File: src/verilog/fm_pkg.sv
// Purpose: constants of the frequency monitor and I/O conditioning
// Assumes: 100 MHz clock, frequencies in units of 0.1 mHz
// Notes:   all offsets are byte addresses on the plain register port
package fm_pkg;
    // ************************************************************
    // register offsets
    // ************************************************************
    localparam logic [7:0] A_CTRL   = 8'h00;
    localparam logic [7:0] A_STAT   = 8'h04;
    localparam logic [7:0] A_MASK   = 8'h08;
    localparam logic [7:0] A_DLY    = 8'h0C;
    localparam logic [7:0] A_FMIN   = 8'h10;
    localparam logic [7:0] A_FMAX   = 8'h14;
    localparam logic [7:0] A_FACT   = 8'h18;
    localparam logic [7:0] A_IOPOL  = 8'h1C;
    localparam logic [7:0] A_OFSA   = 8'h20;
    localparam logic [7:0] A_MULA   = 8'h24;
    localparam logic [7:0] A_OFSB   = 8'h28;
    localparam logic [7:0] A_MULB   = 8'h2C;
    localparam logic [7:0] A_LOAD   = 8'h30;
    localparam logic [7:0] A_ARES   = 8'h34;
    // ************************************************************
    // field positions
    // ************************************************************
    localparam int B_CLOSED = 2;
    localparam int B_RUN    = 3;
    localparam int B_FAULT  = 0;
    localparam int B_CAPT   = 1;
    localparam int B_OINV   = 8;
    // ************************************************************
    // monitor modes
    // ************************************************************
    localparam logic [1:0] M_OFF = 2'h0;
    localparam logic [1:0] M_ON  = 2'h1;
    localparam logic [1:0] M_SET = 2'h2;
    // ************************************************************
    // reset values and timing
    // ************************************************************
    localparam logic [15:0] R_DLY_MS = 16'hEA60;      // 60000 ms
    localparam logic [31:0] R_FMIN   = 32'h0000755B;  // 3.0043 Hz
    localparam logic [31:0] R_FMAX   = 32'h002DC6C0;  // 300 Hz
    localparam logic [15:0] R_MUL    = 16'h1000;      // 1.0 in Q4.12
    localparam int CLK_NS     = 10;
    localparam int MS_NS      = 1000000;
    localparam int CYC_PER_MS = MS_NS / CLK_NS;
    localparam int MARGIN_PCT = 3;
    localparam int PCT_DIV    = 100;
    localparam int MUL_FRAC   = 12;
    localparam logic [11:0] RES_MAX = 12'hFFF;        // 100 %
endpackage

File: src/verilog/fm_scale.sv
// Purpose: offset, multiply and clamp of one digitised analog input
// Assumes: 12-bit code spans 0..24 V, multiplier in Q4.12
// Notes:   result is 0..RES_MAX, meaning 0..100 %
`timescale 1ns/100ps
module fm_scale (
    // clock and reset
    input  wire logic                 i_clk,
    input  wire logic                 i_reset,
    // sample and settings
    input  wire logic [11:0]          i_code,
    input  wire logic signed [15:0]   i_ofs,
    input  wire logic [15:0]          i_mul,
    // scaled result
    output logic [11:0]               o_res
);
    import fm_pkg::*;

    typedef struct packed {
        logic [11:0] res;
    } fm_sc_t;

    fm_sc_t r;
    fm_sc_t next_r;
    logic signed [16:0] sum;
    logic signed [33:0] prod;
    logic signed [33:0] shr;

    // ************************************************************
    // scaling path
    // ************************************************************
    // RL10 offset then multiply
    assign sum  = 17'(signed'({5'h00, i_code})) + 17'(i_ofs);
    assign prod = 34'(sum) * 34'(signed'({1'b0, i_mul}));
    assign shr  = prod >>> MUL_FRAC;

    // RL11 clamp to range
    always_comb begin
        next_r = r;
        if (shr < 0) begin
            next_r.res = 12'h000;
        end else if (shr > 34'(RES_MAX)) begin
            next_r.res = RES_MAX;
        end else begin
            next_r.res = shr[11:0];
        end
    end

    // state register
    always_ff @(posedge i_clk) begin
        if (i_reset) begin
            r <= '0;
        end else begin
            r <= next_r;
        end
    end

    assign o_res = r.res;
endmodule // fm_scale

File: src/verilog/fm_monitor.sv
// Purpose: drive frequency supervision and I/O level conditioning
// Assumes: frequency and ADC codes come from logic on i_clk
// Notes:   registers on a plain port, read data one cycle later
//
// Function
// RL1: fault only after frequency stays out of band for the delay, 60000 ms
// RL2: supervision works only in closed-loop mode, idle in open loop
// RL3: default limits 3.0043 Hz and 300 Hz, both writable
// RL4: modes off, on, set; on while stopped keeps stored limits
// RL5: set while running stores measured frequency minus and plus 3 %
// RL6: operator selects set only while the unit enable is on
// RL7: confirmed fault switches the magnet drive off and reports status
// RL8: inputs active high by default, per-input active-low option
// RL9: outputs non-inverted by default, per-output inversion option
// RL10: analog input gets signed offset first, then multiplier
// RL11: scaled result clamped to 0..100 %, 24 V range not extended
// RL12: two-choice load resistor selection per analog input
// RL13: configurator computes multiplier from spans times 0,29 V per g
// RL14: delay timer restarts when frequency returns inside the band
// RL15: monitor off never raises the frequency fault
`timescale 1ns/100ps
module fm_monitor #(
    parameter int P_CYC_PER_MS = fm_pkg::CYC_PER_MS
) (
    // clock and reset
    input  wire logic         i_clk,
    input  wire logic         i_reset,
    // register port
    input  wire logic [7:0]   i_addr,
    input  wire logic [31:0]  i_wdata,
    input  wire logic         i_wr,
    input  wire logic         i_rd,
    output logic [31:0]       o_rdata,
    // drive side
    input  wire logic [31:0]  i_freq_act,
    output logic              o_drive_en,
    output logic              o_freq_fault,
    output logic              o_irq,
    // digital pins and functions
    input  wire logic [3:0]   i_din_pin,
    output logic [3:0]        o_din_func,
    input  wire logic [3:0]   i_dout_func,
    output logic [3:0]        o_dout_pin,
    // analog inputs
    input  wire logic [11:0]  i_analog_input_a,
    input  wire logic [11:0]  i_analog_input_b,
    output logic [11:0]       o_analog_a,
    output logic [11:0]       o_analog_b,
    output logic [1:0]        o_load_sel
);
    import fm_pkg::*;

    // ************************************************************
    // state of the block
    // ************************************************************
    // registers, flags, synchronisers and counters share one struct
    // so that reset and update each happen in exactly one place
    typedef struct packed {
        logic [1:0]  mode;
        logic        closed;
        logic        run;
        logic        fault;
        logic        capt;
        logic [1:0]  mask;
        logic [15:0] dly;
        logic [31:0] fmin;
        logic [31:0] fmax;
        logic [3:0]  ipol;
        logic [3:0]  oinv;
        logic [15:0] ofs_a;
        logic [15:0] mul_a;
        logic [15:0] ofs_b;
        logic [15:0] mul_b;
        logic [1:0]  load;
        logic [3:0]  sync1;
        logic [3:0]  sync2;
        logic [3:0]  din;
        logic [3:0]  dout;
        logic [31:0] msdiv;
        logic [15:0] mscnt;
        logic [31:0] rdata;
        logic        irq;
        logic        drive;
    } fm_st_t;

    // values after reset; limits and delay start at their defaults
    localparam fm_st_t ST_RST = '{
        mode: M_OFF, closed: 1'b0, run: 1'b0, fault: 1'b0, capt: 1'b0,
        mask: 2'h0, dly: R_DLY_MS, fmin: R_FMIN, fmax: R_FMAX,
        ipol: 4'h0, oinv: 4'h0, ofs_a: 16'h0000, mul_a: R_MUL,
        ofs_b: 16'h0000, mul_b: R_MUL, load: 2'h0, sync1: 4'h0,
        sync2: 4'h0, din: 4'h0, dout: 4'h0, msdiv: 32'h00000000,
        mscnt: 16'h0000, rdata: 32'h00000000, irq: 1'b0, drive: 1'b0};

    // current state, its next value and shared combinational terms
    fm_st_t      r;
    fm_st_t      next_r;
    logic [11:0] res_a;
    logic [11:0] res_b;
    logic        oob;
    logic        active;
    logic        tick;
    logic [33:0] margin;
    logic [31:0] cap_lo;
    logic [31:0] cap_hi;
    logic        wr_ctrl;
    logic        set_req;

    // ************************************************************
    // supervision terms
    // ************************************************************
    // band edges themselves count as inside the band
    assign oob    = (i_freq_act < r.fmin) || (i_freq_act > r.fmax);
    // RL2 RL15 active gating
    assign active = (r.mode != M_OFF) && r.closed && r.run && !r.fault;
    assign tick   = (r.msdiv == 32'(P_CYC_PER_MS - 1));
    // margin comes from the live frequency; the division truncates,
    // so the captured band is never wider than 3 % either side
    // RL5 plus minus margin
    assign margin = (34'(i_freq_act) * 34'(MARGIN_PCT)) / 34'(PCT_DIV);
    assign cap_lo = i_freq_act - margin[31:0];
    assign cap_hi = i_freq_act + margin[31:0];
    // control writes decoded once for the checks below
    assign wr_ctrl = i_wr && (i_addr == A_CTRL);
    assign set_req = wr_ctrl && (i_wdata[1:0] == M_SET);

    // ************************************************************
    // next state
    // ************************************************************
    always_comb begin
        logic fault_set;
        logic capt_set;
        logic [1:0] clr;
        next_r = r;
        fault_set = 1'b0;
        capt_set = 1'b0;
        clr = 2'h0;
        // millisecond divider
        // tick pulses once per millisecond; it is the only slow rate
        next_r.msdiv = tick ? 32'h00000000 : r.msdiv + 32'h00000001;
        // RL14 restart on return
        if (!active || !oob) begin
            next_r.mscnt = 16'h0000;
        end else if (tick) begin
            // RL1 delay expiry
            if (r.mscnt + 16'h0001 >= r.dly) begin
                fault_set = 1'b1;
            end else begin
                next_r.mscnt = r.mscnt + 16'h0001;
            end
        end
        // register writes
        if (i_wr) begin
            case (i_addr)
                A_CTRL: begin
                    next_r.closed = i_wdata[B_CLOSED];
                    next_r.run = i_wdata[B_RUN];
                    if (i_wdata[1:0] == M_SET) begin
                        // RL5 RL6 capture only while running
                        if (i_wdata[B_RUN] && r.run) begin
                            next_r.fmin = cap_lo;
                            next_r.fmax = cap_hi;
                            next_r.mode = M_ON;
                            capt_set = 1'b1;
                        end
                    end else if (i_wdata[1:0] != 2'h3) begin
                        // the reserved code 3 never reaches this point
                        // RL4 off or on keeps limits
                        next_r.mode = i_wdata[1:0];
                    end
                end
                A_STAT: clr = i_wdata[1:0];
                A_MASK: next_r.mask = i_wdata[1:0];
                A_DLY: next_r.dly = i_wdata[15:0];
                // RL3 writable limits
                A_FMIN: next_r.fmin = i_wdata;
                A_FMAX: next_r.fmax = i_wdata;
                A_IOPOL: begin
                    next_r.ipol = i_wdata[3:0];
                    next_r.oinv = i_wdata[B_OINV +: 4];
                end
                A_OFSA: next_r.ofs_a = i_wdata[15:0];
                A_MULA: next_r.mul_a = i_wdata[15:0];
                A_OFSB: next_r.ofs_b = i_wdata[15:0];
                A_MULB: next_r.mul_b = i_wdata[15:0];
                // RL12 load resistor choice
                A_LOAD: next_r.load = i_wdata[1:0];
                default: ;
            endcase
        end
        // a clear that meets a new fault in the same cycle loses
        // RL7 sticky fault, set wins over clear
        next_r.fault = (r.fault & !clr[B_FAULT]) | fault_set;
        next_r.capt = (r.capt & !clr[B_CAPT]) | capt_set;
        // a new fault starts the next excursion count from zero
        if (fault_set) begin
            next_r.mscnt = 16'h0000;
        end
        // RL7 drive off on fault
        next_r.drive = next_r.run & !next_r.fault;
        // irq uses the next values so it moves together with the flags
        next_r.irq = |({next_r.capt, next_r.fault} & next_r.mask);
        // only the second synchroniser stage feeds any logic
        // RL8 input polarity after two-stage sync
        next_r.sync1 = i_din_pin;
        next_r.sync2 = r.sync1;
        next_r.din = r.sync2 ^ r.ipol;
        // RL9 output inversion
        next_r.dout = i_dout_func ^ r.oinv;
        // register reads
        // read data stand one cycle and are zero otherwise
        next_r.rdata = 32'h00000000;
        if (i_rd) begin
            case (i_addr)
                A_CTRL: next_r.rdata = {28'h0000000, r.run, r.closed,
                                        r.mode};
                A_STAT: next_r.rdata = {22'h000000, oob, active,
                                        6'h00, r.capt, r.fault};
                A_MASK: next_r.rdata = {30'h00000000, r.mask};
                A_DLY: next_r.rdata = {16'h0000, r.dly};
                A_FMIN: next_r.rdata = r.fmin;
                A_FMAX: next_r.rdata = r.fmax;
                A_FACT: next_r.rdata = i_freq_act;
                A_IOPOL: next_r.rdata = {20'h00000, r.oinv, 4'h0,
                                         r.ipol};
                A_OFSA: next_r.rdata = {16'h0000, r.ofs_a};
                A_MULA: next_r.rdata = {16'h0000, r.mul_a};
                A_OFSB: next_r.rdata = {16'h0000, r.ofs_b};
                A_MULB: next_r.rdata = {16'h0000, r.mul_b};
                A_LOAD: next_r.rdata = {30'h00000000, r.load};
                A_ARES: next_r.rdata = {4'h0, res_b, 4'h0, res_a};
                default: next_r.rdata = 32'h00000000;
            endcase
        end
    end

    // state register
    // synchronous reset returns every field to its default
    always_ff @(posedge i_clk) begin
        if (i_reset) begin
            r <= ST_RST;
        end else begin
            r <= next_r;
        end
    end

    // ************************************************************
    // analog scaling
    // ************************************************************
    // each input has its own offset and multiplier; the result is
    // registered inside the scaler, one cycle behind the code
    // RL10 RL11 per input scaler
    fm_scale u_scale_a (
        .i_clk   (i_clk),
        .i_reset (i_reset),
        .i_code  (i_analog_input_a),
        .i_ofs   (r.ofs_a),
        .i_mul   (r.mul_a),
        .o_res   (res_a)
    );

    fm_scale u_scale_b (
        .i_clk   (i_clk),
        .i_reset (i_reset),
        .i_code  (i_analog_input_b),
        .i_ofs   (r.ofs_b),
        .i_mul   (r.mul_b),
        .o_res   (res_b)
    );

    // ************************************************************
    // outputs
    // ************************************************************
    // every output is a state field or a registered scaler result
    assign o_rdata      = r.rdata;
    assign o_drive_en   = r.drive;
    assign o_freq_fault = r.fault;
    assign o_irq        = r.irq;
    assign o_din_func   = r.din;
    assign o_dout_pin   = r.dout;
    assign o_analog_a   = res_a;
    assign o_analog_b   = res_b;
    assign o_load_sel   = r.load;
endmodule // fm_monitor

File: config.mk
export PLATFORM = sky130hd
export DESIGN_NAME = fm_monitor
export DESIGN_NICKNAME = d
export VERILOG_FILES = /design/src/verilog/fm_pkg.sv /design/src/verilog/fm_scale.sv /design/src/verilog/fm_monitor.sv
export SDC_FILE = /design/constraint.sdc
export NUM_CORES = 2
export LEC_CHECK = 0
export ABC_CLOCK_PERIOD_IN_PS = 50200
export BUFFER_PORTS_ARGS = -buffer_cell sky130_fd_sc_hd__buf_2
export CAP_MARGIN = 20
export CORE_MARGIN = 4
export CORE_UTILIZATION = 50
export CTS_BUF_LIST = sky130_fd_sc_hd__clkbuf_16
export CTS_CLUSTER_SIZE = 16
export DETAILED_ROUTE_END_ITERATION = 6
export GPL_ROUTABILITY_DRIVEN = 0
export PLACE_DENSITY = 0.67
export SYNTH_ARGS = -nofsm -noshare
export SYNTH_HDL_FRONTEND = slang
export SYNTH_HIERARCHICAL = 1
export SYNTH_SLANG_ARGS = --single-unit
File: constraint.sdc
create_clock -name i_clk -period 50.2 [get_ports i_clk]
set_input_delay 7.53 -clock i_clk [delete_from_list [all_inputs] [get_ports i_clk]]
set_output_delay 7.53 -clock i_clk [all_outputs]
set_load 0.05 [all_outputs]
==> impl_metrics.tcl <==
set metrics [dict create \
    status "complete, but fails checks" \
    violations "DRC" \
    root_buffer "clkbuf_16" \
    period_needed_ns 34.47 \
    r2r-start "r[148]" \
    slowest_stage "a41oi_1" \
    boundaryPins 177 \
    synth-seq-cells 284 \
    worst-r2r-cell-count 28 \
    wirelength_mm 151 \
    finalSetupViolCount 0 \
    grt_pass1_vias 42952 \
    clk_latency_ns 0.59 \
    grt_use_total 0.288 \
    maxCapViolCount 0 \
    drt-vias-per-instance 6.02 \
    synth_common_cells "881 x inv_1, 694 x nand2_1, 547 x fa_1, 385 x a21oi_1, 369 x ha_1" \
    antenna_found_initial 21 \
    cp-start-kind "input port" \
    fin_crit_sh 0.687 \
    cp_common_cell "nor2_1" \
    synth-compound-area-share 0.204 \
    rows 114 \
    crit_fanout 14 \
    cts_buffers 34 \
    slew_viol_final 0 \
    synth_mux_area_frac 0.0122 \
    crit_required_ns 50.69 \
    dp_hpwl_mm 119 \
    regToRegEndpoint "u_scale_a/o_res[3]" \
    port-buffer-count 176 \
    post_drt_wl_per_cell_um 20.5 \
    htreeDepth 2 \
    yosys.area_share.adder 0.321 \
    clkSlewWorstSetupHoldPaths_ns 0.06 \
    cp-end-kind "register" \
    synthSimpleGateAreaFrac 0.192 \
    tightest_slew_ns 1.12 \
    max_freq_mhz 29.0 \
    netlist_instances 6123 \
    ys_warn_count 6 \
    grt_pass1_wl_mm 238 \
    cts_max_path_buffers 3 \
    hold_buffers 0 \
    yosysTopAreaCell "fa_1" \
    synth_top_area_share 0.225 \
    synth_edf_count 0 \
    placed_area_um2 50400 \
    ys_top_cells_by_area "fa_1 22%, dfxtp_1 12%, ha_1 9.5%, inv_1 6.8%, nand2_1 5.3%" \
    die_w_um 320 \
    async_reset_ff_frac 0 \
    report.final.hold_viol_count 0 \
    core_um2 96700 \
    cp.arrival_ns 34.96 \
    layout.nets 7089 \
    holdPathStages 1 \
    start_util 0.504 \
    die_y_um 320 \
    cts_tree "yes" \
    post_cts_buffers 0 \
    dieArea_um2 103000 \
    syn_nets 7147 \
    syn_area_um2 48700 \
    hold_path.class "register to register" \
    synth.most_common_cell "inv_1" \
    min_from "next_r[91]" \
    drt_first_iter_violations 4222 \
    rrSetupSlack_ns 40.03 \
    yosys_most_used_dff "dfxtp_1" \
    critical_path.max_stage_delay_ns 0.82 \
    yosysUniqueCellTypes 142 \
    synth_xor_area_frac 0.0532 \
    post_cts_resized 0 \
    clock_sinks 284 \
    critPathKind "input port to register" \
    ant_nets 0 \
    synth_top_family_by_area "adder cells" \
    hold_end "r[91]" \
    overflow 0 \
    fin_tns_setup_ns 0 \
    final_area_um2 51500 \
    area_growth_pct 5.73 \
    via_count 44388 \
    drcViolationCount 17 \
    clock_skew_ns 0.0467 \
    grt_max_degree 93 \
    drtPass1Iterations 7 \
    rsz0062_at_grt "no" \
    postSynthAreaPerCell_um2 7.96 \
    seq_area_frac_synth 0.117 \
    drive_gt1_frac 0.0770 \
    max_slew_margin 0.250 \
]
==> layer usage <==
layer / wire length [um] / part of all wire / track usage / up-vias
li1: - / - / - / 20506
met4: 5510 / 0.036 / 0.0951 / 18
met2: 67800 / 0.45 / 0.459 / 1966
met5: 131 / 0.00087 / 0 / -
met3: 15600 / 0.10 / 0.0752 / 354
met1: 61900 / 0.41 / 0.384 / 21544
==> logic make-up after synthesis <==
| group | count (synthesis) |
|---|---|
| xor gates and xnor gates | 286 |
| DFF | 284 |
| buffers and inverters | 1235 |
| adders and majority gates | 926 |
| AOI/OAI and AO/OA | 1404 |
| and+or+nand+nor | 1933 |
| muxes | 55 |
==> flip-flops by register name, summed over array words and instances (netlist names) <==
register,cells
next_r,4
o_din_func,4
o_dout_pin,4
o_drive_en,1
o_freq_fault,1
o_irq,1
o_load_sel,2
o_rdata,32
r,211
u_scale_a/o_res,12
u_scale_b/o_res,12
==> critical path, delay by kind of cell <==
family | cells | cell delay, ns
xor+xnor | 3 | 0.68
buf+inv | 5 | 0.56
compound gates | 64 | 17.27
fa+ha+maj | 4 | 1.26
mux | 2 | 0.80
simple gates | 35 | 6.83
==> layout make-up <==
cell class              instances  area [um2]
inverters                     893        3360
well taps                    1276        1600
multi-input cells            4604       38300
flip-flops and latches        284        5690
diodes                         12        30.0
fillers                      9247       45200
repair buffers                248        1440
clock inverters                25         278
clock buffers                  34         851
==> layout by cell type, fill, tap and decap left out, types with 72 or more instances in the layout <==
| master | n |
|---|---|
| nand2_1 | 694 |
| a211oi_1 | 105 |
| ha_1 | 368 |
| and2_1 | 249 |
| nor3_1 | 74 |
| xnor2_1 | 185 |
| o211ai_1 | 72 |
| fa_1 | 547 |
| buf_2 | 175 |
| nand3_1 | 177 |
| dfxtp_1 | 284 |
| a21oi_1 | 385 |
| inv_1 | 884 |
| nor2_1 | 354 |
| xor2_1 | 79 |
| o21ai_0 | 143 |
==> per-stage QoR <==
stage	cells	util	setup slack, ns	hold WS, ns
after global routing	7365	0.533	13.34	0.466
after CTS	7362	0.532	16.15	0.439
after floorplan	6123	-	20.04	0.414
after detailed placement	7303	0.521	15.64	0.424
final	7376	0.533	15.73	0.437
after global placement	7303	0.521	16.31	0.421
==> worst max path at each step <==
stage                    from     end  slack (ns)  depth (start not counted)
2_1_floorplan  i_freq_act[23]  r[235]       20.04                        115
3_3_place_gp    i_freq_act[1]  r[235]       16.31                        113
3_5_place_dp    i_freq_act[1]  r[235]       15.64                        113
4_1_cts         i_freq_act[1]  r[235]       16.15                        113
5_1_grt         i_freq_act[1]  r[235]       13.34                        112
6_report        i_freq_act[1]  r[235]       15.73                        113
Power is not shown: default switching activity piles up to over one toggle a cycle in this logic, so the estimate is an artifact.
